--- src/hw/plse_consts.svh ---
// Constants of the programmable statement logic engine.
// Assumes a 200 MHz core clock and 32-bit register words.
`ifndef PLSE_CONSTS_SVH
`define PLSE_CONSTS_SVH
`define PLSE_A_MODE 8'h00
`define PLSE_A_OUT1 8'h04
`define PLSE_A_CSRC 8'h08
`define PLSE_A_CTHR 8'h0C
`define PLSE_A_TPRE 8'h10
`define PLSE_A_STAT 8'h14
`define PLSE_A_SLOT0 8'h40
`define PLSE_MODE_PLC 8'h01
`define PLSE_OUT1_PLC 8'h01
`define PLSE_RST_PRESET 16'h012C
`define PLSE_FULL_SCALE 24'h007FFF
`define PLSE_PCT_100 24'h000064
`define PLSE_SCAN_MS 10
`define PLSE_CLK_KHZ 200000
`define PLSE_C_FALSE 8'h00
`define PLSE_C_TRUE 8'h01
`define PLSE_C_DIN1 8'h32
`define PLSE_C_DIN8 8'h39
`define PLSE_C_CMPA 8'h4C
`define PLSE_C_TMRA 8'h56
`define PLSE_C_VARA 8'h64
`define PLSE_C_VARD 8'h67
`define PLSE_A_JOGREV 8'h05
`define PLSE_A_JOGFWD 8'h06
`define PLSE_A_JOGEN 8'h12
`define PLSE_A_FAULT 8'h13
`define PLSE_A_RUNFWD 8'h14
`define PLSE_A_RUNREV 8'h15
`define PLSE_A_FRESET 8'h17
`define PLSE_A_PID 8'h1D
`define PLSE_A_DOUT1 8'h1F
`define PLSE_A_TBLEN 8'h22
`define PLSE_A_TBLB0 8'h23
`define PLSE_A_TBLB1 8'h24
`define PLSE_A_SPEED 8'h26
`define PLSE_A_VARA 8'h28
`define PLSE_A_VARD 8'h2B
`define PLSE_A_TSTART 8'h32
`define PLSE_O_FWD 0
`define PLSE_O_REV 1
`define PLSE_O_JEN 2
`define PLSE_O_JFW 3
`define PLSE_O_JRV 4
`define PLSE_O_FRS 5
`define PLSE_O_FLT 6
`define PLSE_O_PID 7
`define PLSE_O_SPD 8
`define PLSE_O_TSE 9
`define PLSE_O_TB0 10
`define PLSE_O_TB1 11
`define PLSE_O_DO1 12
`define PLSE_NOUT 13
`endif

--- src/hw/plse_pkg.sv ---
// Types of the programmable statement logic engine.
// Assumes the constants header is included by the design files.
package plse_pkg;
    typedef enum logic [1:0] {
        PLSE_IDLE = 2'h0,
        PLSE_SCAN = 2'h1,
        PLSE_DONE = 2'h3
    } plse_state_t;
    typedef enum logic [7:0] {
        PLSE_OR = 8'h00,
        PLSE_AND = 8'h01,
        PLSE_XOR = 8'h02,
        PLSE_NOR = 8'h03
    } plse_op_t;
endpackage

--- src/hw/plse_comparator.sv ---
// Comparator A: absolute monitored value against a percent threshold.
// Assumes full scale of the monitored value is 32767.
`timescale 1ns/100ps
`include "plse_consts.svh"
module plse_comparator
(
    // Clock and reset.
    input wire logic core_clk,
    input wire logic rst,
    // Monitored value and threshold in percent.
    input wire logic signed [15:0] value,
    input wire logic [7:0] threshold,
    // Registered result.
    output logic above
);
    logic above_r;
    wire [15:0] abs_v = value[15] ? 16'(-value) : 16'(value);
    wire [23:0] lhs = 24'(abs_v) * `PLSE_PCT_100;
    wire [23:0] rhs = 24'(threshold) * `PLSE_FULL_SCALE;
    wire above_nxt = lhs > rhs;
    always_ff @(posedge core_clk or posedge rst)
        if (rst)
            above_r <= 1'b0;
        else
            above_r <= above_nxt;
    assign above = above_r;
endmodule

--- src/hw/plse_engine.sv ---
// Statement logic engine: slot store, ordered scan, actions and registers.
// Assumes synchronous terminal inputs and a one-cycle-latency register port.
//
// The address-and-strobe port and the address map were decided locally.
`timescale 1ns/100ps
`include "plse_consts.svh"
module plse_engine #(
    parameter int NSLOT = 16,
    parameter int SCAN_CYCLES = `PLSE_SCAN_MS * `PLSE_CLK_KHZ
)
(
    // Clock and reset.
    input wire logic core_clk,
    input wire logic rst,
    // Register port.
    input wire logic [7:0] reg_addr,
    input wire logic [31:0] reg_wdata,
    input wire logic reg_wr,
    input wire logic reg_rd,
    output logic [31:0] reg_rdata,
    // Terminal inputs and monitored values.
    input wire logic [7:0] din,
    input wire logic signed [15:0] mon0,
    input wire logic signed [15:0] mon1,
    input wire logic signed [15:0] mon2,
    input wire logic signed [15:0] mon3,
    // Drive commands.
    output logic run_fwd,
    output logic run_rev,
    output logic jog_en,
    output logic jog_fwd,
    output logic jog_rev,
    output logic fault_reset,
    output logic fault,
    output logic pid_en,
    output logic speed_mode,
    output logic table_sel_en,
    output logic [1:0] table_idx,
    output logic dout1,
    output logic scan_busy
);
    localparam int SW = $clog2(NSLOT);
    localparam logic [SW-1:0] LAST = SW'(NSLOT - 1);

    plse_pkg::plse_state_t state_r, state_nxt;
    logic [31:0] slot_mem [NSLOT];
    logic [7:0] mode_r, out1_r, csrc_r, cthr_r;
    logic [15:0] tpre_r;
    logic [SW-1:0] slot_r;
    logic [3:0] vars_r;
    logic [`PLSE_NOUT-1:0] sh_r, out_r;
    logic [31:0] tick_cnt_r, rdata_r;
    logic busy_r, tick_r;
    logic cmp_a, tmr_a;
    logic [15:0] tmr_cnt;

    // Periodic scan tick; one divider serves scan and timer alike.
    wire tick_wrap = tick_cnt_r == 32'(SCAN_CYCLES - 1);
    always_ff @(posedge core_clk or posedge rst)
        if (rst)
            tick_cnt_r <= '0;
        else
            tick_cnt_r <= tick_wrap ? '0 : tick_cnt_r + 1'b1;
    always_ff @(posedge core_clk or posedge rst)
        if (rst)
            tick_r <= 1'b0;
        else
            tick_r <= tick_wrap;

    // Statement decode.
    wire [31:0] stm = slot_mem[slot_r];
    wire [7:0] code_a = stm[31:24];
    wire [7:0] op = stm[23:16];
    wire [7:0] code_b = stm[15:8];
    wire [7:0] act = stm[7:0];

    // Every source is an argument, so the assignments below re-evaluate
    // when an input changes even while the slot word stays the same.
    function automatic logic cond(input logic [7:0] c, input logic [7:0] d,
        input logic cm, input logic tm, input logic [3:0] vr);
        logic v;
        v = 1'b0;
        if (c == `PLSE_C_TRUE)
            v = 1'b1;
        else if (c >= `PLSE_C_DIN1 && c <= `PLSE_C_DIN8)
            v = d[3'(c - `PLSE_C_DIN1)];
        else if (c == `PLSE_C_CMPA)
            v = cm;
        else if (c == `PLSE_C_TMRA)
            v = tm;
        else if (c >= `PLSE_C_VARA && c <= `PLSE_C_VARD)
            v = vr[2'(c - `PLSE_C_VARA)];
        return v;
    endfunction

    wire ca = cond(code_a, din, cmp_a, tmr_a, vars_r);
    wire cb = cond(code_b, din, cmp_a, tmr_a, vars_r);
    // Unknown operators yield false so a corrupt word drives its action off.
    wire res = (op == plse_pkg::PLSE_OR) ? (ca | cb) :
               (op == plse_pkg::PLSE_AND) ? (ca & cb) :
               (op == plse_pkg::PLSE_XOR) ? (ca ^ cb) :
               (op == plse_pkg::PLSE_NOR) ? ~(ca | cb) : 1'b0;
    wire scanning = state_r == plse_pkg::PLSE_SCAN;
    wire plc_mode = mode_r == `PLSE_MODE_PLC;
    wire var_act = act >= `PLSE_A_VARA && act <= `PLSE_A_VARD;
    wire [1:0] var_sel = 2'(act - `PLSE_A_VARA);
    wire tmr_clr = scanning && act == `PLSE_A_TSTART && res;

    // Action code to command bit; last statement naming a command wins.
    logic [`PLSE_NOUT-1:0] act_hit;
    always_comb
    begin
        act_hit = '0;
        case (act)
            `PLSE_A_RUNFWD: act_hit[`PLSE_O_FWD] = 1'b1;
            `PLSE_A_RUNREV: act_hit[`PLSE_O_REV] = 1'b1;
            `PLSE_A_JOGEN: act_hit[`PLSE_O_JEN] = 1'b1;
            `PLSE_A_JOGFWD: act_hit[`PLSE_O_JFW] = 1'b1;
            `PLSE_A_JOGREV: act_hit[`PLSE_O_JRV] = 1'b1;
            `PLSE_A_FRESET: act_hit[`PLSE_O_FRS] = 1'b1;
            `PLSE_A_FAULT: act_hit[`PLSE_O_FLT] = 1'b1;
            `PLSE_A_PID: act_hit[`PLSE_O_PID] = 1'b1;
            `PLSE_A_SPEED: act_hit[`PLSE_O_SPD] = 1'b1;
            `PLSE_A_TBLEN: act_hit[`PLSE_O_TSE] = 1'b1;
            `PLSE_A_TBLB0: act_hit[`PLSE_O_TB0] = 1'b1;
            `PLSE_A_TBLB1: act_hit[`PLSE_O_TB1] = 1'b1;
            `PLSE_A_DOUT1: act_hit[`PLSE_O_DO1] = 1'b1;
            default: act_hit = '0;
        endcase
    end

    // Scan sequencer.
    always_comb
    begin
        state_nxt = state_r;
        case (state_r)
            plse_pkg::PLSE_IDLE:
                if (tick_r && plc_mode)
                    state_nxt = plse_pkg::PLSE_SCAN;
            plse_pkg::PLSE_SCAN:
                if (slot_r == LAST)
                    state_nxt = plse_pkg::PLSE_DONE;
            plse_pkg::PLSE_DONE:
                state_nxt = plse_pkg::PLSE_IDLE;
            default:
                state_nxt = plse_pkg::PLSE_IDLE;
        endcase
    end
    always_ff @(posedge core_clk or posedge rst)
        if (rst)
            state_r <= plse_pkg::PLSE_IDLE;
        else
            state_r <= state_nxt;
    always_ff @(posedge core_clk or posedge rst)
        if (rst)
            slot_r <= '0;
        else if (scanning)
            slot_r <= (slot_r == LAST) ? '0 : slot_r + 1'b1;

    // Variables update at once so later slots of this scan see them.
    always_ff @(posedge core_clk or posedge rst)
        if (rst)
            vars_r <= '0;
        else if (scanning && var_act)
            vars_r[var_sel] <= res;
    always_ff @(posedge core_clk or posedge rst)
        if (rst)
            sh_r <= '0;
        else if (state_r == plse_pkg::PLSE_IDLE && tick_r)
            sh_r <= '0;
        else if (scanning)
            sh_r <= (sh_r & ~act_hit) | (act_hit & {`PLSE_NOUT{res}});

    // Commands change only between scans, or clear at once when PLC mode is off, so a scan never glitches them.
    wire [`PLSE_NOUT-1:0] out_nxt = plc_mode ? sh_r : '0;
    always_ff @(posedge core_clk or posedge rst)
        if (rst)
            out_r <= '0;
        else if (state_r == plse_pkg::PLSE_DONE || !plc_mode)
            out_r <= out_nxt;
    always_ff @(posedge core_clk or posedge rst)
        if (rst)
            busy_r <= 1'b0;
        else
            busy_r <= state_nxt != plse_pkg::PLSE_IDLE;
    wire do1_nxt = out_r[`PLSE_O_DO1] && out1_r == `PLSE_OUT1_PLC;
    logic do1_r;
    always_ff @(posedge core_clk or posedge rst)
        if (rst)
            do1_r <= 1'b0;
        else
            do1_r <= do1_nxt;

    assign run_fwd = out_r[`PLSE_O_FWD];
    assign run_rev = out_r[`PLSE_O_REV];
    assign jog_en = out_r[`PLSE_O_JEN];
    assign jog_fwd = out_r[`PLSE_O_JFW];
    assign jog_rev = out_r[`PLSE_O_JRV];
    assign fault_reset = out_r[`PLSE_O_FRS];
    assign fault = out_r[`PLSE_O_FLT];
    assign pid_en = out_r[`PLSE_O_PID];
    assign speed_mode = out_r[`PLSE_O_SPD];
    assign table_sel_en = out_r[`PLSE_O_TSE];
    assign table_idx = {out_r[`PLSE_O_TB1], out_r[`PLSE_O_TB0]};
    assign dout1 = do1_r;
    assign scan_busy = busy_r;

    // Comparator and timer.
    wire signed [15:0] mon_sel = (csrc_r[1:0] == 2'h0) ? mon0 :
                                 (csrc_r[1:0] == 2'h1) ? mon1 :
                                 (csrc_r[1:0] == 2'h2) ? mon2 : mon3;
    plse_comparator u_cmp (
        .core_clk(core_clk),
        .rst(rst),
        .value(mon_sel),
        .threshold(cthr_r),
        .above(cmp_a)
    );
    plse_timer #(.W(16)) u_tmr (
        .core_clk(core_clk),
        .rst(rst),
        .tick(tick_r),
        .clr(tmr_clr),
        .preset(tpre_r),
        .count(tmr_cnt),
        .expired(tmr_a)
    );

    // Register port.
    wire wr_mode = reg_wr && reg_addr == `PLSE_A_MODE;
    wire wr_out1 = reg_wr && reg_addr == `PLSE_A_OUT1;
    wire wr_csrc = reg_wr && reg_addr == `PLSE_A_CSRC;
    wire wr_cthr = reg_wr && reg_addr == `PLSE_A_CTHR;
    wire wr_tpre = reg_wr && reg_addr == `PLSE_A_TPRE;
    wire slot_hit = reg_addr[7:6] == `PLSE_A_SLOT0 >> 6
                    && 32'(reg_addr[5:2]) < NSLOT;
    wire [SW-1:0] slot_wa = SW'(reg_addr[5:2]);
    always_ff @(posedge core_clk or posedge rst)
        if (rst)
        begin
            mode_r <= '0;
            out1_r <= '0;
            csrc_r <= '0;
            cthr_r <= '0;
            tpre_r <= `PLSE_RST_PRESET;
        end
        else
        begin
            if (wr_mode)
                mode_r <= reg_wdata[7:0];
            if (wr_out1)
                out1_r <= reg_wdata[7:0];
            if (wr_csrc)
                csrc_r <= reg_wdata[7:0];
            if (wr_cthr)
                cthr_r <= reg_wdata[7:0];
            if (wr_tpre)
                tpre_r <= reg_wdata[15:0];
        end
    always_ff @(posedge core_clk or posedge rst)
        if (rst)
            for (int i = 0; i < NSLOT; i++)
                slot_mem[i] <= '0;
        else if (reg_wr && slot_hit)
            slot_mem[slot_wa] <= reg_wdata;
    wire [31:0] stat = {3'h0, busy_r, tmr_cnt, vars_r, 8'h00}
                       | {19'h0, out_r};
    wire [31:0] rd_mux =
        (reg_addr == `PLSE_A_MODE) ? {24'h0, mode_r} :
        (reg_addr == `PLSE_A_OUT1) ? {24'h0, out1_r} :
        (reg_addr == `PLSE_A_CSRC) ? {24'h0, csrc_r} :
        (reg_addr == `PLSE_A_CTHR) ? {24'h0, cthr_r} :
        (reg_addr == `PLSE_A_TPRE) ? {16'h0, tpre_r} :
        (reg_addr == `PLSE_A_STAT) ? stat :
        slot_hit ? slot_mem[slot_wa] : 32'h0;
    always_ff @(posedge core_clk or posedge rst)
        if (rst)
            rdata_r <= '0;
        else
            rdata_r <= reg_rd ? rd_mux : 32'h0;
    assign reg_rdata = rdata_r;
endmodule

--- src/hw/plse_timer.sv ---
// Delay timer A counting hundredths of a second on the scan tick.
// Assumes one tick per hundredth; the count saturates at its maximum.
`timescale 1ns/100ps
`include "plse_consts.svh"
module plse_timer #(
    parameter int W = 16
)
(
    // Clock and reset.
    input wire logic core_clk,
    input wire logic rst,
    // Control.
    input wire logic tick,
    input wire logic clr,
    input wire logic [W-1:0] preset,
    // State.
    output logic [W-1:0] count,
    output logic expired
);
    logic [W-1:0] cnt_r;
    wire sat = &cnt_r;
    always_ff @(posedge core_clk or posedge rst)
        if (rst)
            cnt_r <= '0;
        else if (clr)
            cnt_r <= '0;
        else if (tick && !sat)
            cnt_r <= cnt_r + 1'b1;
    assign count = cnt_r;
    assign expired = cnt_r >= preset;
endmodule

--- config.mk ---
export PLATFORM = sky130hd
export DESIGN_NAME = plse_engine
export DESIGN_NICKNAME = d
export VERILOG_FILES = /design/src/hw/plse_pkg.sv /design/src/hw/plse_comparator.sv /design/src/hw/plse_engine.sv /design/src/hw/plse_timer.sv
export VERILOG_INCLUDE_DIRS = /design/src /design/src/hw
export SDC_FILE = /design/constraint.sdc
export NUM_CORES = 2
export LEC_CHECK = 0
export BUFFER_PORTS_ARGS = -buffer_cell sky130_fd_sc_hd__buf_2
export CAP_MARGIN = 20
export CELL_PAD_IN_SITES_DETAIL_PLACEMENT = 1
export CELL_PAD_IN_SITES_GLOBAL_PLACEMENT = 2
export CORE_AREA = 2 2 299 301
export DETAILED_ROUTE_END_ITERATION = 16
export DIE_AREA = 0 0 301 303
export GPL_TIMING_DRIVEN = 0
export PLACE_DENSITY = 0.86
export SYNTH_ARGS = -nofsm -noshare
export SYNTH_HDL_FRONTEND = slang
export SYNTH_SLANG_ARGS = --single-unit
--- constraint.sdc ---
create_clock -name core_clk -period 30.5 [get_ports core_clk]
set_input_delay 6.1 -clock core_clk [delete_from_list [all_inputs] [get_ports core_clk]]
set_output_delay 6.1 -clock core_clk [all_outputs]
set_load 0.01 [all_outputs]
-- Word-level counts from Yosys, hierarchy flattened
Index checks and enable logic that the tools add are counted.
- add/sub/neg operators: 9
- multipliers: 2
- $lt $le $gt $ge: 21
- equal/unequal tests: 37
- muxes and demuxes: 69
- bitwise logic cells: 11
- reduce and logical (&&, ||, !) cells: 31
- operator list (operator ; number):
    512-bit bitwise mux ; 1
    32-bit 2-to-1 mux ; 14
    32-bit binary-select mux with 4-bit select ; 2
    32-bit demux with 4-bit select ; 1
    16-bit 2-to-1 mux ; 6
    8-bit by 5-bit == test with 1-bit output, second input constant ; 9
    8-bit by 1-bit == test with 1-bit output, second input constant ; 5
    8-bit by 6-bit == test with 1-bit output, second input constant ; 5
    13-bit 2-to-1 mux ; 3
    32-bit by 1-bit adder with 32-bit output, second input constant ; 1
    32-bit by 21-bit == test with 1-bit output, second input constant ; 1
    8-bit by 7-bit == test with 1-bit output, second input constant ; 4
    1-bit 2-to-1 mux ; 32
    29-bit by 13-bit OR with 29-bit output ; 1
    13-bit bitwise AND ; 2
    8-bit by 3-bit == test with 1-bit output, second input constant ; 3
    8-bit by 6-bit greater-or-equal comparator with 1-bit output, second input constant ; 3
    8-bit by 6-bit less-or-equal comparator with 1-bit output, second input constant ; 3
    23-bit greater-than comparator ; 1
    8-bit by 15-bit multiplier with 23-bit output, second input constant ; 1
    16-bit by 5-bit multiplier with 21-bit output, second input constant ; 1
    1-bit logical AND ; 20
    16-bit by 1-bit adder with 16-bit output, second input constant ; 1
    8-bit by 2-bit == test with 1-bit output, second input constant ; 2
    other kinds (36) ; 58
- bits in registers: 680
- input port bits: 116
- output and inout port bits: 46
- word-level logic and storage cells: 213

-- Longest topological paths before layout
- depth after elaboration: 22
- mapped depth: 28
- mapped depth without buffers: 27

-- By module
Synthesis repeated with hierarchy kept, for this count alone.
- cell total of the unflattened synthesis: 3086
- area, all modules: 39860.7 sq um
- by module, submodules not included (module ; times used ; cells each ; area each (sq um) ; seq. area each (sq um)):
    plse_engine ; 1 ; 2406 ; 34172.8 ; 16595.9
    plse_comparator ; 1 ; 529 ; 4380.5 ; 25.0
    plse_timer ; 1 ; 151 ; 1307.5 ; 400.4

-- Least setup slack after synthesis
OpenSTA, ideal clock, no wires.
- path type: input-to-reg
- start point: input mon3[0]
- end point: register u_cmp.above_r (netlist: u_cmp.above)
- library setup time: 0.128 ns
- arrival: 11.568 ns
- required time: 30.372 ns
- path slack: 18.805 ns
- cell stages on the path: 25
- buffers on the path: 0
- cell sequence: mux4_2 or3_1 nor3_2 nand3b_1 and2_1 xnor2_1 inv_1 ha_1 ha_1 inv_1 fa_1 inv_1 ha_1 or3_1 a211oi_1 nor3_1 or4_1 a21oi_1 xnor2_1 ha_1 nand4_1 nor4_1 nand4_1 nor2_1 a31oi_1
- word-level cells in the longest chain between the ends: 7
- RTL lines (what ; RTL line ; text):
    start, declared ; plse_engine.sv:26 ; input wire logic signed [15:0] mon3,
    16-bit 2-to-1 mux * ; plse_engine.sv:211 ; (csrc_r[1:0] == 2'h2) ? mon2 : mon3;
    16-bit 2-to-1 mux * ; plse_engine.sv:210 ; (csrc_r[1:0] == 2'h1) ? mon1 :
    16-bit 2-to-1 mux * ; plse_engine.sv:209 ; wire signed [15:0] mon_sel = (csrc_r[1:0] == 2'h0) ? mon0 :
    16-bit negator ; plse_comparator.sv:17 ; wire [15:0] abs_v = value[15] ? 16'(-value) : 16'(value);
    16-bit 2-to-1 mux * ; plse_comparator.sv:17 ;
    16-bit by 5-bit multiplier with 21-bit output (no line) * ; - ;
    23-bit greater-than comparator * ; plse_comparator.sv:20 ; wire above_nxt = lhs > rhs;
    net u_cmp.above_nxt ; plse_comparator.sv:20 ;
    end signal, assigned ; plse_comparator.sv:25 ; above_r <= above_nxt;
    end, declared ; plse_comparator.sv:16 ; logic above_r;
Mark *: on every way through the listed nets, which the timed path passes. The rest lies on a longest branch.
A chain may end at the register's enable or synchronous reset.

-- Worst setup path after layout
- start point: input mon0[0]
- end point: register u_cmp.above_r (netlist: u_cmp.above)
- word-level cells in the longest chain between the ends: 5
- RTL lines (what ; RTL line ; text):
    start, declared ; plse_engine.sv:23 ; input wire logic signed [15:0] mon0,
    16-bit 2-to-1 mux * ; plse_engine.sv:209 ;
    16-bit negator ; plse_comparator.sv:17 ;
    16-bit 2-to-1 mux * ; plse_comparator.sv:17 ;
    16-bit by 5-bit multiplier with 21-bit output (no line) * ; - ;
    23-bit greater-than comparator * ; plse_comparator.sv:20 ;
    net u_cmp.above_nxt ; plse_comparator.sv:20 ;
Marked as above.

==> run metrics <==
post-layout util 50.8%; initial antenna violation count 10; DR WL/cell 30.4 um; P_sw 0.000836 W; CTS tree yes; Overall Global Routing Usage between 30% and 40%; fin nets approximately 3500; via count around 28000; dpl cell area 0.0419 mm2; # Post-CTS Setup Buffers 0; worst r2r src csrc_r[1]$_DFFE_PP0P_; most frequent cells in the layout 676 x dfrtp_1, 571 x mux2_2, 280 x mux4_2; status finished clean; CP most frequent cell ha_1; Final Slew Violations 0; cell row count 109; CP startpoint kind input pin; worst slew margin relative to its limit 17.1%; H-tree Lvls 3; power consumption approximately 0.0028 W; max incr delay on CP 550 ps; crit path DAT between 10000 and 15000 ps; Die Span X 301 um; Mapped Nets 3251; clock sinks 680; Most used DFF post-synth dfrtp_1; Post-Syn Area per Cell ~13 um2; Clock Root Buffer clkbuf_16; Synth top area share 43.1%; PD cells 61.5 mW/mm2; Initial Util 44.7%; Peak Freq 81.8 MHz; share of power burned in registers 39.2%; CTS clk-pin slew, worst paths 60 ps; Hold Crit Start tick_cnt_r[0]$_DFF_PP0_; LEAKAGE 20.4 nW; EDFF count, synth 0; Hold Path Class reg2reg; Sw Share 30.4%; Register Area approximately 0.017 mm2; Tmin final roughly 12000 ps; Cell variety after synth 73; Num CTS Buffers between 70 and 80; Gate power share 25.0%; cell count after synthesis 2958; Max rail drop VDD 0.0000498 V; largest cells by area after synthesis dfrtp_1 43%, mux2_2 16%, mux4_2 16%, ha_1 4.4%, fa_1 2.0%; DIE AREA 0.0912 mm2; Fin Setup TNS 0 ps; # DRC 0; Worst setup EP type flip-flop; largest net degree at the start of global routing ~130; DP HPWL between 90 and 100 mm; post-synthesis register bit count around 700; Seq/Total Area, Yosys a little over two fifths; hold buffers post-CTS 0; layout cell share with drive strength beyond 1 between 30% and 40%; multi-input logic area 0.0209 mm2; Int Power between 0.0015 and 0.002 W; DIE HEIGHT 303 um; final WL 136 mm; core area 0.0880 mm2; Ys Warns 0; worst setup path class in2reg; final setup vio count 0; buffers added on ports 160; Max Cap Viol 0; GRT overflow 0; Final period util 40.1%; 1st-pass router iterations 6; first-pass GRT wire length 203 mm; number of gates resized after CTS 0; clock power share 35.7%; clock buffer depth 3; fin area 0.0447 mm2; CP max stage cell mux4_2; Routed Antenna Nets 0; CP max FO 5; critical path startpoint mon0[0]; commonest non-fill, non-tap cell in the layout dfrtp_1; CP required 30990 ps; Skew-Pair Late Insertion Delay about 650 ps; area delta synth->final 13.8%; number of global-route vias before repair 30800; Syn Std Cell Area 0.0393 mm2; Boundary Pins 162; Yosys top cell by area dfrtp_1; asr flop ratio synth 100%; Fillers 8784; GPL Wtd Cong roughly 0.92; Final Hold Violating Endpoints 0; unrepaired setup endpoints after global routing no; vias per inst 6.30; Slew @ Worst Pin 1240 ps; clock skew 34.5 ps; DR iter-0 viols 2576
[metal layers]
| layer | track usage [%] | part of all wire, % |
|---|---|---|
| met5 | 0 | 0.051 |
| met4 | 17.0 | 6.2 |
| met3 | 6.48 | 7.3 |
| met2 | 48.9 | 48 |
| met1 | 37.6 | 39 |
[cell usage after synthesis, types with 5 or more instances]
master	instances
a211oi_1	6
a21o_1	22
a21oi_1	85
a221oi_1	8
a222oi_1	6
a22oi_1	28
a31oi_1	24
and2_1	17
and3_1	25
and4_1	5
buf_1	36
buf_2	17
buf_4	10
buf_6	10
clkbuf_1	123
dfrtp_1	676
fa_1	39
ha_1	138
inv_1	142
mux2_2	571
mux2i_1	35
mux4_1	6
mux4_2	280
nand2_1	124
nand2b_1	13
nand3_1	43
nand3b_1	5
nand4_1	20
nor2_1	126
nor2b_1	22
nor3_1	28
nor4_1	23
o21ai_0	40
o21bai_1	5
o22ai_1	7
o31ai_1	6
or2_2	6
or3_1	9
or4_1	11
xnor2_1	60
xor2_1	41
[state kept, by name (all words and copies together) (netlist names)]
| signal | flops |
|---|---|
| slot_mem | 512 |
| reg_rdata | 32 |
| tick_cnt_r | 32 |
| tpre_r | 16 |
| u_tmr.count | 16 |
| out_r | 13 |
| sh_r | 13 |
| csrc_r | 8 |
| cthr_r | 8 |
| mode_r | 8 |
| out1_r | 8 |
| slot_r | 4 |
| vars_r | 4 |
| state_r | 2 |
| dout1 | 1 |
| scan_busy | 1 |
| tick_r | 1 |
| u_cmp.above | 1 |
[layout make-up]
| type | count | area share (%) |
|---|---|---|
| multi-input combinational | 1936 | 46.7 |
| sequential | 680 | 38.1 |
| clock buffer | 111 | 5.18 |
| tap | 1165 | 3.26 |
| timing repair buffer | 186 | 2.81 |
| buffer | 196 | 1.95 |
| inverter | 146 | 1.25 |
| clock inverter | 31 | 0.800 |
| antenna | 6 | 0.0336 |
[per-stage QoR]
stage	std cells	setup slack [ps]	hold WS, ps
5_1_grt	4451	17830	508
2_1_floorplan	2958	5340	420
6_report	4457	18270	461
3_5_place_dp	4303	17630	452
4_1_cts	4445	18250	460
3_3_place_gp	4283	-658	443
[kinds of logic (layout without fill, tap and decap cells)]
logic type / Yosys count / count (layout) / share of synthesized area [%]
AO/OA/AOI/OAI: 273 / 273 / 4.46
XOR/XNOR: 101 / 101 / 2.25
adder cells (fa/ha/maj): 178 / 178 / 6.41
buffers and inverters: 342 / 670 / 3.61
flip-flops: 680 / 680 / 43.3
multiplexers: 893 / 893 / 33.8
other: 0 / 6 / 0
AND/OR/NAND/NOR: 491 / 491 / 6.19
[final timing paths]
kind                                              to  slack, ps  cells past startpoint
setup / recovery               u_cmp.above$_DFF_PP0_      18270                     26
hold / removal               tick_cnt_r[0]$_DFF_PP0_        460                      1
setup reg to reg               u_cmp.above$_DFF_PP0_      22930                     26
hold reg to reg              tick_cnt_r[0]$_DFF_PP0_        460                      1
max in group asynchronous  slot_mem[238]$_DFFE_PP0P_      23170                      4
min in group asynchronous  slot_mem[438]$_DFFE_PP0P_       5610                      2
[power by group through the flow]
stage	sequential (W)	combinational, W	clock (W)
2_1_floorplan	0.00106	0.000504	0
3_3_place_gp	0.00108	0.000648	0
3_5_place_dp	0.00109	0.000682	0
4_1_cts	0.00108	0.000691	0.000991
5_1_grt	0.00109	0.000765	0.00103
6_report	0.00108	0.000689	0.000983
[critical path, delay by kind of cell]
kind | cells | cell delay, ps
multiplexers | 1 | 550
XOR/XNOR | 2 | 400
buffers and inverters | 4 | 330
AND/OR/NAND/NOR | 11 | 3140
adder cells (fa/ha/maj) | 5 | 1650
AO/OA/AOI/OAI | 3 | 530
(Power assumes the default switching activity.)
